### config.mk
export PLATFORM = sky130hd
export DESIGN_NAME = dhc_debug_csrs
export DESIGN_NICKNAME = d
export VERILOG_FILES = /design/src/rtl/dhc_pkg.sv /design/src/rtl/dhc_debug_csrs.sv /design/src/rtl/dhc_cause_pick.sv /design/src/rtl/dhc_trig_match.sv
export SDC_FILE = /design/constraint.sdc
export NUM_CORES = 1
export LEC_CHECK = 0
export BUFFER_PORTS_ARGS = -buffer_cell sky130_fd_sc_hd__buf_4
export CAP_MARGIN = 20
export CORE_MARGIN = 2
export CORE_UTILIZATION = 50
export CTS_CLUSTER_SIZE = 25
export DETAILED_ROUTE_END_ITERATION = 10
export GPL_ROUTABILITY_DRIVEN = 0
export HOLD_SLACK_MARGIN = 0.05
export PLACE_DENSITY = 0.91
export SLEW_MARGIN = 20
export SYNTH_ARGS = -nofsm -noshare
export SYNTH_HDL_FRONTEND = slang
export SYNTH_SLANG_ARGS = --single-unit
### constraint.sdc
create_clock -name CORE_CLK_I -period 2.4 [get_ports CORE_CLK_I]
set_input_delay 0.24 -clock CORE_CLK_I [delete_from_list [all_inputs] [get_ports CORE_CLK_I]]
set_output_delay 0.24 -clock CORE_CLK_I [all_outputs]
set_load 0.05 [all_outputs]
### src/rtl/dhc_pkg.sv
// Constants and types for the debug halt control registers
package dhc_pkg;
   localparam logic [11:0] TCV_ADDR       = 12'h7a2;
   localparam logic [11:0] DCS_ADDR       = 12'h7b0;
   localparam logic [31:0] TCV_RESET      = 32'h0000_0000;
   localparam logic [3:0]  DEBUG_VER      = 4'h4;
   localparam int          VER_MSB        = 31;
   localparam int          VER_LSB        = 28;
   localparam int          EBREAKM_BIT    = 15;
   localparam int          STEPIE_BIT     = 11;
   localparam int          STOPCOUNT_BIT  = 10;
   localparam int          STOPTIME_BIT   = 9;
   localparam int          CAUSE_MSB      = 8;
   localparam int          CAUSE_LSB      = 6;
   localparam int          MPRVEN_BIT     = 4;
   localparam int          NMIP_BIT       = 3;
   localparam int          STEP_BIT       = 2;
   localparam int          PRV_MSB        = 1;
   localparam int          PRV_LSB        = 0;
   localparam logic [2:0]  CAUSE_RESET    = 3'h0;
   localparam logic [1:0]  PRV_RESET      = 2'h3;
   localparam logic [1:0]  PRV_MACHINE    = 2'h3;

   typedef enum logic [2:0] {
      CAUSE_NONE    = 3'h0,
      CAUSE_EBREAK  = 3'h1,
      CAUSE_TRIGGER = 3'h2,
      CAUSE_HALTREQ = 3'h3,
      CAUSE_STEP    = 3'h4,
      CAUSE_RSTHALT = 3'h5
   } dhc_cause_t;

   typedef enum logic [1:0] {
      ST_RUN      = 2'h0,
      ST_STEPPING = 2'h1,
      ST_HALTED   = 2'h2
   } dhc_state_t;
endpackage : dhc_pkg

### src/rtl/dhc_debug_csrs.sv
// Debug control/status and trigger compare value registers of the hart
//
// How it works
// RL1: 32-bit compare value register, resets zero
// RL2: Compare value is address or store data
// RL3: Select 0 matches address, 1 data
// RL4: Masked mode compares top 31-minus-lowest-zero bits
// RL5: Control access outside debug mode traps illegal
// RL6: Version field bits 31:28 read four
// RL7: Bit 15 sends breakpoint into debug mode
// RL8: Bit 11 enables interrupts while stepping
// RL9: Debugger changes step bits only when halted
// RL10: Bit 10 freezes counters while halted
// RL11: Bit 9 reads zero, timers keep running
// RL12: Bits 8:6 hold debug entry cause code
// RL13: Simultaneous causes record the highest priority
// RL14: Bit 4 zero, privilege override ignored
// RL15: Bit 3 shows pending non-maskable interrupt
// RL16: Step bit runs one instruction then halts
// RL17: Stepped exception enters debug before handler
// RL18: Bits 1:0 capture entry privilege, reset three
// RL19: Cause and privilege change only on entry
`timescale 1ns/1ps
`default_nettype none
module dhc_debug_csrs (
   input  wire logic        CORE_CLK_I,
   input  wire logic        SYS_RST_I,
   input  wire logic        CLK_EN_I,
   input  wire logic        CSR_VALID_I,
   input  wire logic        CSR_WRITE_I,
   input  wire logic [11:0] CSR_ADDR_I,
   input  wire logic [31:0] CSR_WDATA_I,
   input  wire logic        TRIG_SELECT_I,
   input  wire logic        TRIG_MASKED_I,
   input  wire logic [31:0] TRIG_ADDRESS_I,
   input  wire logic [31:0] TRIG_DATA_I,
   input  wire logic        ENTER_TRIGGER_I,
   input  wire logic        ENTER_EBREAK_I,
   input  wire logic        ENTER_RSTHALT_I,
   input  wire logic        ENTER_HALTREQ_I,
   input  wire logic        RESUME_I,
   input  wire logic        INSN_RETIRE_I,
   input  wire logic        INSN_EXCEPTION_I,
   input  wire logic [1:0]  CUR_PRIV_I,
   input  wire logic        NMI_PENDING_I,
   output logic [31:0]      CSR_RDATA_O,
   output logic             CSR_ILLEGAL_O,
   output logic             CSR_DONE_O,
   output logic             TRIG_HIT_O,
   output logic             DEBUG_MODE_O,
   output logic             EBREAK_TO_DEBUG_O,
   output logic             STEP_IRQ_EN_O,
   output logic             COUNT_STOP_O,
   output logic             MPRV_IGNORE_O
);
   logic [31:0]         compare_value;
   logic                ebreakm;
   logic                stepie;
   logic                stopcount;
   logic                step;
   logic [2:0]          cause;
   logic [1:0]          prv;
   logic                nmi_s1;
   logic                nmi_s2;
   logic                nmi_s3;
   logic                nmi_pending;
   dhc_pkg::dhc_state_t state;
   dhc_pkg::dhc_state_t next_state;
   dhc_pkg::dhc_cause_t picked_cause;
   logic                any_entry;
   logic                step_done;
   logic                hit;
   logic                in_debug;
   logic                wr_tcv;
   logic                wr_dcs;
   logic                dcs_denied;
   logic [31:0]         dcs_view;

   function automatic logic addr_is(input logic [11:0] a, input logic [11:0] ref_a);
      addr_is = (a == ref_a);
   endfunction : addr_is

   function automatic logic is_halted(input dhc_pkg::dhc_state_t s);
      is_halted = (s == dhc_pkg::ST_HALTED);
   endfunction : is_halted

   assign in_debug   = is_halted(state);
   // RL5 control register reachable only in debug mode
   assign dcs_denied = addr_is(CSR_ADDR_I, dhc_pkg::DCS_ADDR) && !in_debug;
   assign wr_tcv     = CSR_VALID_I && CSR_WRITE_I && addr_is(CSR_ADDR_I, dhc_pkg::TCV_ADDR);
   assign wr_dcs     = CSR_VALID_I && CSR_WRITE_I && addr_is(CSR_ADDR_I, dhc_pkg::DCS_ADDR)
                       && !dcs_denied;
   // RL17 stepped instruction that traps also ends the step
   assign step_done  = (state == dhc_pkg::ST_STEPPING) && (INSN_RETIRE_I || INSN_EXCEPTION_I);

   dhc_cause_pick u_pick (
      .trigger_i (ENTER_TRIGGER_I && !in_debug),
      .ebreak_i  (ENTER_EBREAK_I && ebreakm && !in_debug),
      .rsthalt_i (ENTER_RSTHALT_I && !in_debug),
      .haltreq_i (ENTER_HALTREQ_I && !in_debug),
      .step_i    (step_done),
      .cause_o   (picked_cause),
      .any_o     (any_entry)
   );

   dhc_trig_match u_match (
      .compare_i (compare_value),
      .address_i (TRIG_ADDRESS_I),
      .data_i    (TRIG_DATA_I),
      .select_i  (TRIG_SELECT_I),
      .masked_i  (TRIG_MASKED_I),
      .hit_o     (hit)
   );

   // NMI arrives from another part of the chip, so it is filtered on agreement
   always_ff @(posedge CORE_CLK_I) begin
      if (SYS_RST_I) begin
         nmi_s1 <= 1'b0;
         nmi_s2 <= 1'b0;
         nmi_s3 <= 1'b0;
      end else if (CLK_EN_I) begin
         nmi_s1 <= NMI_PENDING_I;
         nmi_s2 <= nmi_s1;
         nmi_s3 <= nmi_s2;
      end
   end

   // A level counts only once two samples agree, so a glitch never shows
   always_ff @(posedge CORE_CLK_I) begin
      if (SYS_RST_I) begin
         nmi_pending <= 1'b0;
      end else if (CLK_EN_I) begin
         if (nmi_s2 == nmi_s3) begin
            nmi_pending <= nmi_s3;
         end
      end
   end

   always_comb begin
      next_state = state;
      case (state)
         dhc_pkg::ST_RUN: begin
            if (any_entry) begin
               next_state = dhc_pkg::ST_HALTED;
            end
         end
         dhc_pkg::ST_STEPPING: begin
            if (any_entry) begin
               next_state = dhc_pkg::ST_HALTED;
            end
         end
         dhc_pkg::ST_HALTED: begin
            // RL16 resume with step set runs one instruction
            if (RESUME_I) begin
               next_state = step ? dhc_pkg::ST_STEPPING : dhc_pkg::ST_RUN;
            end
         end
         default: next_state = dhc_pkg::ST_RUN;
      endcase
   end

   always_ff @(posedge CORE_CLK_I) begin
      if (SYS_RST_I) begin
         state <= dhc_pkg::ST_RUN;
      end else if (CLK_EN_I) begin
         state <= next_state;
      end
   end

   // RL1 compare value register
   always_ff @(posedge CORE_CLK_I) begin
      if (SYS_RST_I) begin
         compare_value <= dhc_pkg::TCV_RESET;
      end else if (CLK_EN_I && wr_tcv) begin
         compare_value <= CSR_WDATA_I;
      end
   end

   always_ff @(posedge CORE_CLK_I) begin
      if (SYS_RST_I) begin
         ebreakm   <= 1'b0;
         stepie    <= 1'b0;
         stopcount <= 1'b0;
         step      <= 1'b0;
      end else if (CLK_EN_I && wr_dcs) begin
         // RL7 breakpoint behaviour select
         ebreakm   <= CSR_WDATA_I[dhc_pkg::EBREAKM_BIT];
         // RL8 step interrupt enable
         stepie    <= CSR_WDATA_I[dhc_pkg::STEPIE_BIT];
         // RL10 counter freeze control
         stopcount <= CSR_WDATA_I[dhc_pkg::STOPCOUNT_BIT];
         // RL9 writes only land while halted, so the step bits stay stable
         step      <= CSR_WDATA_I[dhc_pkg::STEP_BIT];
      end
   end

   // RL19 cause and privilege held between entries
   always_ff @(posedge CORE_CLK_I) begin
      if (SYS_RST_I) begin
         cause <= dhc_pkg::CAUSE_RESET;
         prv   <= dhc_pkg::PRV_RESET;
      end else if (CLK_EN_I && any_entry && !in_debug) begin
         // RL12 record entry reason
         cause <= picked_cause;
         // RL18 capture entry privilege
         prv   <= CUR_PRIV_I;
      end
   end

   always_comb begin
      dcs_view = 32'h0000_0000;
      // RL6 fixed version field
      dcs_view[dhc_pkg::VER_MSB:dhc_pkg::VER_LSB] = dhc_pkg::DEBUG_VER;
      dcs_view[dhc_pkg::EBREAKM_BIT]   = ebreakm;
      dcs_view[dhc_pkg::STEPIE_BIT]    = stepie;
      dcs_view[dhc_pkg::STOPCOUNT_BIT] = stopcount;
      // RL11 timers never stop, bit reads zero
      dcs_view[dhc_pkg::STOPTIME_BIT]  = 1'b0;
      dcs_view[dhc_pkg::CAUSE_MSB:dhc_pkg::CAUSE_LSB] = cause;
      // RL14 override enable reads zero
      dcs_view[dhc_pkg::MPRVEN_BIT]    = 1'b0;
      // RL15 pending NMI status
      dcs_view[dhc_pkg::NMIP_BIT]      = nmi_pending;
      dcs_view[dhc_pkg::STEP_BIT]      = step;
      dcs_view[dhc_pkg::PRV_MSB:dhc_pkg::PRV_LSB] = prv;
   end

   // Completion and trap flags: one cycle pulse after the access
   always_ff @(posedge CORE_CLK_I) begin
      if (SYS_RST_I) begin
         CSR_DONE_O    <= 1'b0;
         CSR_ILLEGAL_O <= 1'b0;
      end else if (CLK_EN_I) begin
         CSR_DONE_O    <= CSR_VALID_I && !dcs_denied;
         // RL5 denied access raises illegal instruction
         CSR_ILLEGAL_O <= CSR_VALID_I && dcs_denied;
      end
   end

   // Registered read port: zero unless answered, so a denied read leaks nothing
   always_ff @(posedge CORE_CLK_I) begin
      if (SYS_RST_I) begin
         CSR_RDATA_O <= 32'h0000_0000;
      end else if (CLK_EN_I) begin
         if (CSR_VALID_I && addr_is(CSR_ADDR_I, dhc_pkg::TCV_ADDR)) begin
            CSR_RDATA_O <= compare_value;
         end else if (CSR_VALID_I && addr_is(CSR_ADDR_I, dhc_pkg::DCS_ADDR) && !dcs_denied) begin
            CSR_RDATA_O <= dcs_view;
         end else begin
            CSR_RDATA_O <= 32'h0000_0000;
         end
      end
   end

   // Hit is registered so the core sees a clean level, one cycle late
   always_ff @(posedge CORE_CLK_I) begin
      if (SYS_RST_I) begin
         TRIG_HIT_O <= 1'b0;
      end else if (CLK_EN_I) begin
         TRIG_HIT_O <= hit;
      end
   end

   // Halt level follows the state register exactly
   always_ff @(posedge CORE_CLK_I) begin
      if (SYS_RST_I) begin
         DEBUG_MODE_O <= 1'b0;
      end else if (CLK_EN_I) begin
         DEBUG_MODE_O <= is_halted(next_state);
      end
   end

   // RL7 breakpoint routing seen by core
   always_ff @(posedge CORE_CLK_I) begin
      if (SYS_RST_I) begin
         EBREAK_TO_DEBUG_O <= 1'b0;
      end else if (CLK_EN_I) begin
         EBREAK_TO_DEBUG_O <= ebreakm;
      end
   end

   // RL8 interrupts masked during step unless enabled
   always_ff @(posedge CORE_CLK_I) begin
      if (SYS_RST_I) begin
         STEP_IRQ_EN_O <= 1'b0;
      end else if (CLK_EN_I) begin
         STEP_IRQ_EN_O <= (next_state != dhc_pkg::ST_STEPPING) || stepie;
      end
   end

   // RL10 freeze while halted or on entering breakpoint
   always_ff @(posedge CORE_CLK_I) begin
      if (SYS_RST_I) begin
         COUNT_STOP_O <= 1'b0;
      end else if (CLK_EN_I) begin
         COUNT_STOP_O <= stopcount && (is_halted(next_state)
                         || (ENTER_EBREAK_I && ebreakm));
      end
   end

   // RL14 privilege override ignored in debug mode
   always_ff @(posedge CORE_CLK_I) begin
      if (SYS_RST_I) begin
         MPRV_IGNORE_O <= 1'b0;
      end else if (CLK_EN_I) begin
         MPRV_IGNORE_O <= is_halted(next_state);
      end
   end
endmodule : dhc_debug_csrs
`default_nettype wire

### src/rtl/dhc_cause_pick.sv
// Priority pick of the debug entry cause
`timescale 1ns/1ps
`default_nettype none
module dhc_cause_pick (
   input  wire logic                 trigger_i,
   input  wire logic                 ebreak_i,
   input  wire logic                 rsthalt_i,
   input  wire logic                 haltreq_i,
   input  wire logic                 step_i,
   output var  dhc_pkg::dhc_cause_t  cause_o,
   output var  logic                 any_o
);
   always_comb begin
      // RL13 highest priority wins
      if (trigger_i) begin
         cause_o = dhc_pkg::CAUSE_TRIGGER;
      end else if (ebreak_i) begin
         cause_o = dhc_pkg::CAUSE_EBREAK;
      end else if (rsthalt_i) begin
         cause_o = dhc_pkg::CAUSE_RSTHALT;
      end else if (haltreq_i) begin
         cause_o = dhc_pkg::CAUSE_HALTREQ;
      end else if (step_i) begin
         cause_o = dhc_pkg::CAUSE_STEP;
      end else begin
         cause_o = dhc_pkg::CAUSE_NONE;
      end
      any_o = trigger_i | ebreak_i | rsthalt_i | haltreq_i | step_i;
   end
endmodule : dhc_cause_pick
`default_nettype wire

### src/rtl/dhc_trig_match.sv
// Compare of a trigger operand against the compare value, exact or masked
`timescale 1ns/1ps
`default_nettype none
module dhc_trig_match (
   input  wire logic [31:0] compare_i,
   input  wire logic [31:0] address_i,
   input  wire logic [31:0] data_i,
   input  wire logic        select_i,
   input  wire logic        masked_i,
   output var  logic        hit_o
);
   logic [31:0] operand;
   logic [31:0] care;
   logic        seen_zero;

   always_comb begin
      // RL3 address when select is 0, data when 1
      operand = select_i ? data_i : address_i;
      // RL4 ignore bits up to and including the lowest zero
      care      = 32'hffff_ffff;
      seen_zero = 1'b0;
      for (int i = 0; i < 32; i++) begin
         if (masked_i && !seen_zero) begin
            care[i] = 1'b0;
         end
         if (!compare_i[i]) begin
            seen_zero = 1'b1;
         end
      end
      // RL2 value is an address or store data
      hit_o = ((operand ^ compare_i) & care) == 32'h0000_0000;
   end
endmodule : dhc_trig_match
`default_nettype wire

Word-level counts from Yosys, hierarchy flattened
Index checks and enable logic that the tools add are counted.

storage, ports and cells
  register bits after elaboration = 86
  input port bits = 125
  output and inout port bits = 40

cells by class
  eq/ne operators = 7
  mux-type cells = 75
  bitwise operators = 6
  reduce and logical (&&, ||, !) cells = 91

operators by type and width
  cell                  number
  $mux 1                64
  $mux 32               2
  $logic_and 1x1->1     52
  $and 32x32->32        1
  $logic_not 1->1       32
  $logic_not 32->1      1
  $xor 32x32->32        1
  $mux 31               1
  $eq 12x11->1 const B  2
  $mux 3                5
  $eq 2x2->1 const B    2
  $mux 2                2
  $or 1x1->1            4
  $pmux 2 s2            1
  $logic_or 1x1->1      3
  $eq 2x1->1 const B    1
  $logic_not 2->1       1
  $ne 2x1->1 const B    1
  $reduce_and 2->1      1
  $reduce_or 2->1       1
  $eq 1x1->1            1

Longest topological paths before layout
  word-level depth = 36
  depth in mapped cells = 9
  depth with buffers taken out = 7

Modules after synthesis
Synthesis repeated with hierarchy kept, for this count alone.

unflattened totals
  cell total of the unflattened synthesis = 552
  area total of the unflattened synthesis = 4581.9 um2

modules (own cells, without submodules)
  module          times used  cells an instance  area an instance (um2)  sequential area each (um2)
  dhc_debug_csrs  1           405                3468.3                  1721.7
  dhc_trig_match  1           138                1063.5                  0.0
  dhc_cause_pick  1           9                  50.0                    0.0

Worst setup path before layout
No wires, ideal clock.

  path kind = input port to flip-flop
  start point = input CSR_ADDR_I[0]
  end point = register compare_value[10]
  library setup time = 0.128 ns
  arrival time = 1.744 ns
  required time = 2.272 ns
  setup slack = 0.528 ns
  stages on the path = 9
  cells stage by stage = nor4b_1 -> and4bb_1 -> nand2_1 -> nor3b_2 -> and3_1 -> buf_4 -> buf_6 -> mux2i_1 -> nor2_1

between the ends
  longest elaborated chain between the ends = 3

ends and longest elaborated chain
  item                    RTL line               source
  start: declaration      dhc_debug_csrs.sv:31   input wire logic [11:0] CSR_ADDR_I,
  $eq 12x11->1            dhc_debug_csrs.sv:80   addr_is = (a == ref_a);
  $logic_and 1x1->1       dhc_debug_csrs.sv:90   assign wr_tcv = CSR_VALID_I && CSR_WRITE_I && addr_is(CSR_ADDR_I, dhc_pkg::TCV_ADDR);
  $logic_and 1x1->1       dhc_debug_csrs.sv:174  end else if (CLK_EN_I && wr_tcv) begin
  end signal: assignment  dhc_debug_csrs.sv:173  compare_value <= dhc_pkg::TCV_RESET;
  end: declaration        dhc_debug_csrs.sv:56   logic [31:0] compare_value;

No other way between the ends.
A chain may end at the register's enable or synchronous reset.

Final worst setup path
  start point = register compare_value[0]
  end point = register TRIG_HIT_O

between the ends
  longest elaborated chain between the ends = 36
  elaborated cells between the ends (all ways) = 126
  those cells by class = 62 x mux; 2 x bitwise; 62 x reduce/logical

ends and longest elaborated chain
  item                    RTL line               source
  $mux 1 (31 in a row)    dhc_trig_match.sv:26   if (!compare_i[i]) begin
  $logic_not 1->1         dhc_trig_match.sv:23   if (masked_i && !seen_zero) begin
  $logic_and 1x1->1       dhc_trig_match.sv:23
  $mux 1                  dhc_trig_match.sv:23
  $and 32x32->32 *        dhc_trig_match.sv:31   hit_o = ((operand ^ compare_i) & care) == 32'h0000_0000;
  $logic_not 32->1 *      dhc_trig_match.sv:31
  end signal: assignment  dhc_debug_csrs.sv:260  TRIG_HIT_O <= hit;
  end: declaration        dhc_debug_csrs.sv:49   output logic TRIG_HIT_O,

Every way passes the cells marked *; elsewhere a longest branch is shown, timed or not.

==> qor.yml <==
clockBufferDepth: 2
yosysWarnings: 0
p_per_area_mw_per_mm2: 496
synth_top_cell_area_share: 0.392
combPwrFrac: 0.167
insertedDiodeCount: 0
die_w_microns: 97.7
drive_gt1_frac: 0.290
peakVddDrop_uv: 315
finalPower_mw: 2.92
syn_area_sq_mm: 0.00439
rr_worst_depth: 7
drt-initial-drc-count: 393
path_common_cell: "nand4_1"
track_usage: 0.270
avgSynthCellArea_sq_um: 8.55
yosys-top-cells-area: "dfxtp_1 (39%), mux2i_1 (17%), nor2_1 (5.9%)"
finalCriticalPeriod_ns: 2.13
num-nets-final: 790
ys_top_cells_by_count: "dfxtp_1 (86), mux2i_1 (74), nor2_1 (69)"
ctsResizeCount: 0
clockPowerShare: 0.332
grt_start_max_net_pins: 86
synth.most_common_cell: "dfxtp_1"
status: "finished clean"
cts_htree_levels: 3
r2r-start: "compare_value[0]"
worst_pin_slew_ns: 0.845
p_sw_frac: 0.259
ys_ff_latch: 86
cp-start-kind: "register"
die_h_microns: 97.7
syn_nets: 639
maxSlewHeadroom: 0.437
grt_pass1_vias: 4389
synth_edf_count: 0
core_sq_mm: 0.00864
vias_per_cell: 5.73
drtAntennaViolNets: 0
synth_top_cell_by_area: "dfxtp_1"
initial_utilization: 0.509
r2r_slack_ns: 0.27
fmax_mhz: 471
grt-ovfl-total: 0
holdPathEnd: "compare_value[27]"
area_delta_synth_final_pct: 33.9
hold-path-cell-count: 3
core.rowCount: 34
critPathCaptureType: "register"
port_buffers: 164
num-fill-cells: 669
drcViolationCount: 0
switchingPower_uw: 755
antenna_found_initial: 0
hold_viol: 0
p_int_mw: 2.16
p_leak_nw: 2.52
rsz0062_at_grt: "false"
hold_buffers: 0
asyncSetResetFlopFracSynth: 0
synth.distinct_cells: 50
final_max_slew_viol_count: 0
hp-start: "CSR_WDATA_I[27]"
numCtsBuffers: 9
setup_viol: 0
fin_setup_tns_ns: 0
crit_slowest_cell: "dfxtp_1"
cp.buffers_inverters: 0
maxCapViolCount: 0
path_delay_family: "simple AND/OR/NAND/NOR gates"
vias: 4459
cts.sinks: 86
clk_latency_ns: 0.36
syn_inst: 514
setup_slack_ns: 0.275
hp-class: "input pin to register"
post-route-period-util: 0.886
criticalPathCategory: "register to register"
clk_pin_slew_ns: 0.09
path_max_fanout: 7
slowest_delay_ns: 0.47
routed_wirelength_microns: 13000
dr.pass1.iters: 5
wl_per_cell_microns: 16.8
dp_hpwl_microns: 9810
crit_chain: "nand4_1 -> nor3_4 -> nand4_1 -> a21oi_1 -> o21ai_0 -> nor4_1 -> a21o_1"
die-area_sq_mm: 0.00955
cp.required_ns: 2.71
r2r_end: "TRIG_HIT_O"
synth_seq_area_share: 0.392
crit_arrival_ns: 2.44
grt_pass1_wl_microns: 20900
cts_setup_buffers: 0
cts_root_buffer: "clkbuf_8"
fin_skew_ns: 0.0120
synthFlopType: "dfxtp_1"
dp_worst_setup_slack_ns: 0.281
cts_tree: "yes"
io_pins: 165
p_seq_frac: 0.501
logic make-up after synthesis:
family,Yosys count,share of synthesized area
buffers and inverters,41,0.0441
muxes,74,0.169
AOI/OAI and AO/OA,86,0.126
DFF,86,0.392
xor gates and xnor gates,28,0.0558
and+or+nand+nor,199,0.213
per-stage QoR:
step / utilization / cell area [sq um] / std cells / hold WS, ns
6_report: 0.681 / 5880 / 778 / 0.120
5_1_grt: 0.681 / 5880 / 778 / 0.117
4_1_cts: 0.680 / 5870 / 778 / 0.110
3_5_place_dp: 0.659 / 5690 / 762 / 0.454
3_3_place_gp: 0.659 / 5690 / 762 / 0.445
2_1_floorplan: - / 4390 / 514 / 0.387
worst max path at each step:
stage	start	to	slack (ns)	depth (start not counted)
floorplan	CSR_ADDR_I[0]	compare_value[10]	0.53	9
global placement	compare_value[0]	TRIG_HIT_O	0.34	7
detailed placement	compare_value[0]	TRIG_HIT_O	0.28	7
CTS	compare_value[0]	TRIG_HIT_O	0.26	7
global route	compare_value[0]	TRIG_HIT_O	0.09	7
finish	compare_value[0]	TRIG_HIT_O	0.27	7
power by group through the flow:
stage | sequential, mW | clock, mW | combinational (mW)
final | 1.46 | 0.968 | 0.488
after global routing | 1.47 | 1.06 | 0.523
after floorplan | 1.54 | 0 | 0.211
after CTS | 1.46 | 0.987 | 0.486
after global placement | 1.50 | 0 | 0.472
after detailed placement | 1.50 | 0 | 0.484
flip-flops by register name, indices dropped and copies added (netlist names):
signal             flops
prv                    2
cause                  3
nmi_pending            1
STEP_IRQ_EN_O          1
compare_value         32
CSR_DONE_O             1
state                  2
CSR_ILLEGAL_O          1
MPRV_IGNORE_O          1
TRIG_HIT_O             1
ebreakm                1
COUNT_STOP_O           1
stepie                 1
EBREAK_TO_DEBUG_O      1
CSR_RDATA_O           32
step                   1
nmi_s2                 1
nmi_s3                 1
nmi_s1                 1
stopcount              1
per-layer routing:
metal	global-route usage	wire, microns	part of all wire	vias up
met1	0.348	5360	0.41	2047
met5	0	0	0	-
met3	0.0673	1130	0.086	28
met4	0.101	303	0.023	0
met2	0.440	6260	0.48	246
li1	-	-	-	2138
worst reg2reg max path: cells and delay by family, from the launching register on:
kind               cells  cell delay, ns
and+or+nand+nor        4            1.17
DFF                    1            0.47
AOI/OAI and AO/OA      3            0.45
area by class of cell:
cell class / instances / area, sq um / area share
clock buffers: 11 / 131 / 0.0223
clock inverters: 5 / 50.0 / 0.00851
inverters: 7 / 26.3 / 0.00447
multi-input cells: 387 / 2500 / 0.425
flip-flops and latches: 86 / 1720 / 0.293
well taps: 108 / 135 / 0.0230
repair buffers: 174 / 1320 / 0.224
layout by cell type (no fill, tap or decap), types with 6 or more instances in the layout:
master | netlist | routed
dfxtp_1 | 86 | 86
nand4_1 | 10 | 10
o21ai_0 | 11 | 11
mux2i_1 | 74 | 74
a31oi_1 | 6 | 6
nand2_1 | 44 | 44
xor2_1 | 17 | 17
nand3_1 | 32 | 32
inv_1 | 6 | 6
a21oi_1 | 34 | 34
clkbuf_8 | 0 | 9
nor2_1 | 69 | 69
buf_4 | 3 | 173
a221oi_1 | 11 | 11
xnor2_1 | 11 | 11
nor3_1 | 17 | 17
(Power assumes the default switching activity.)
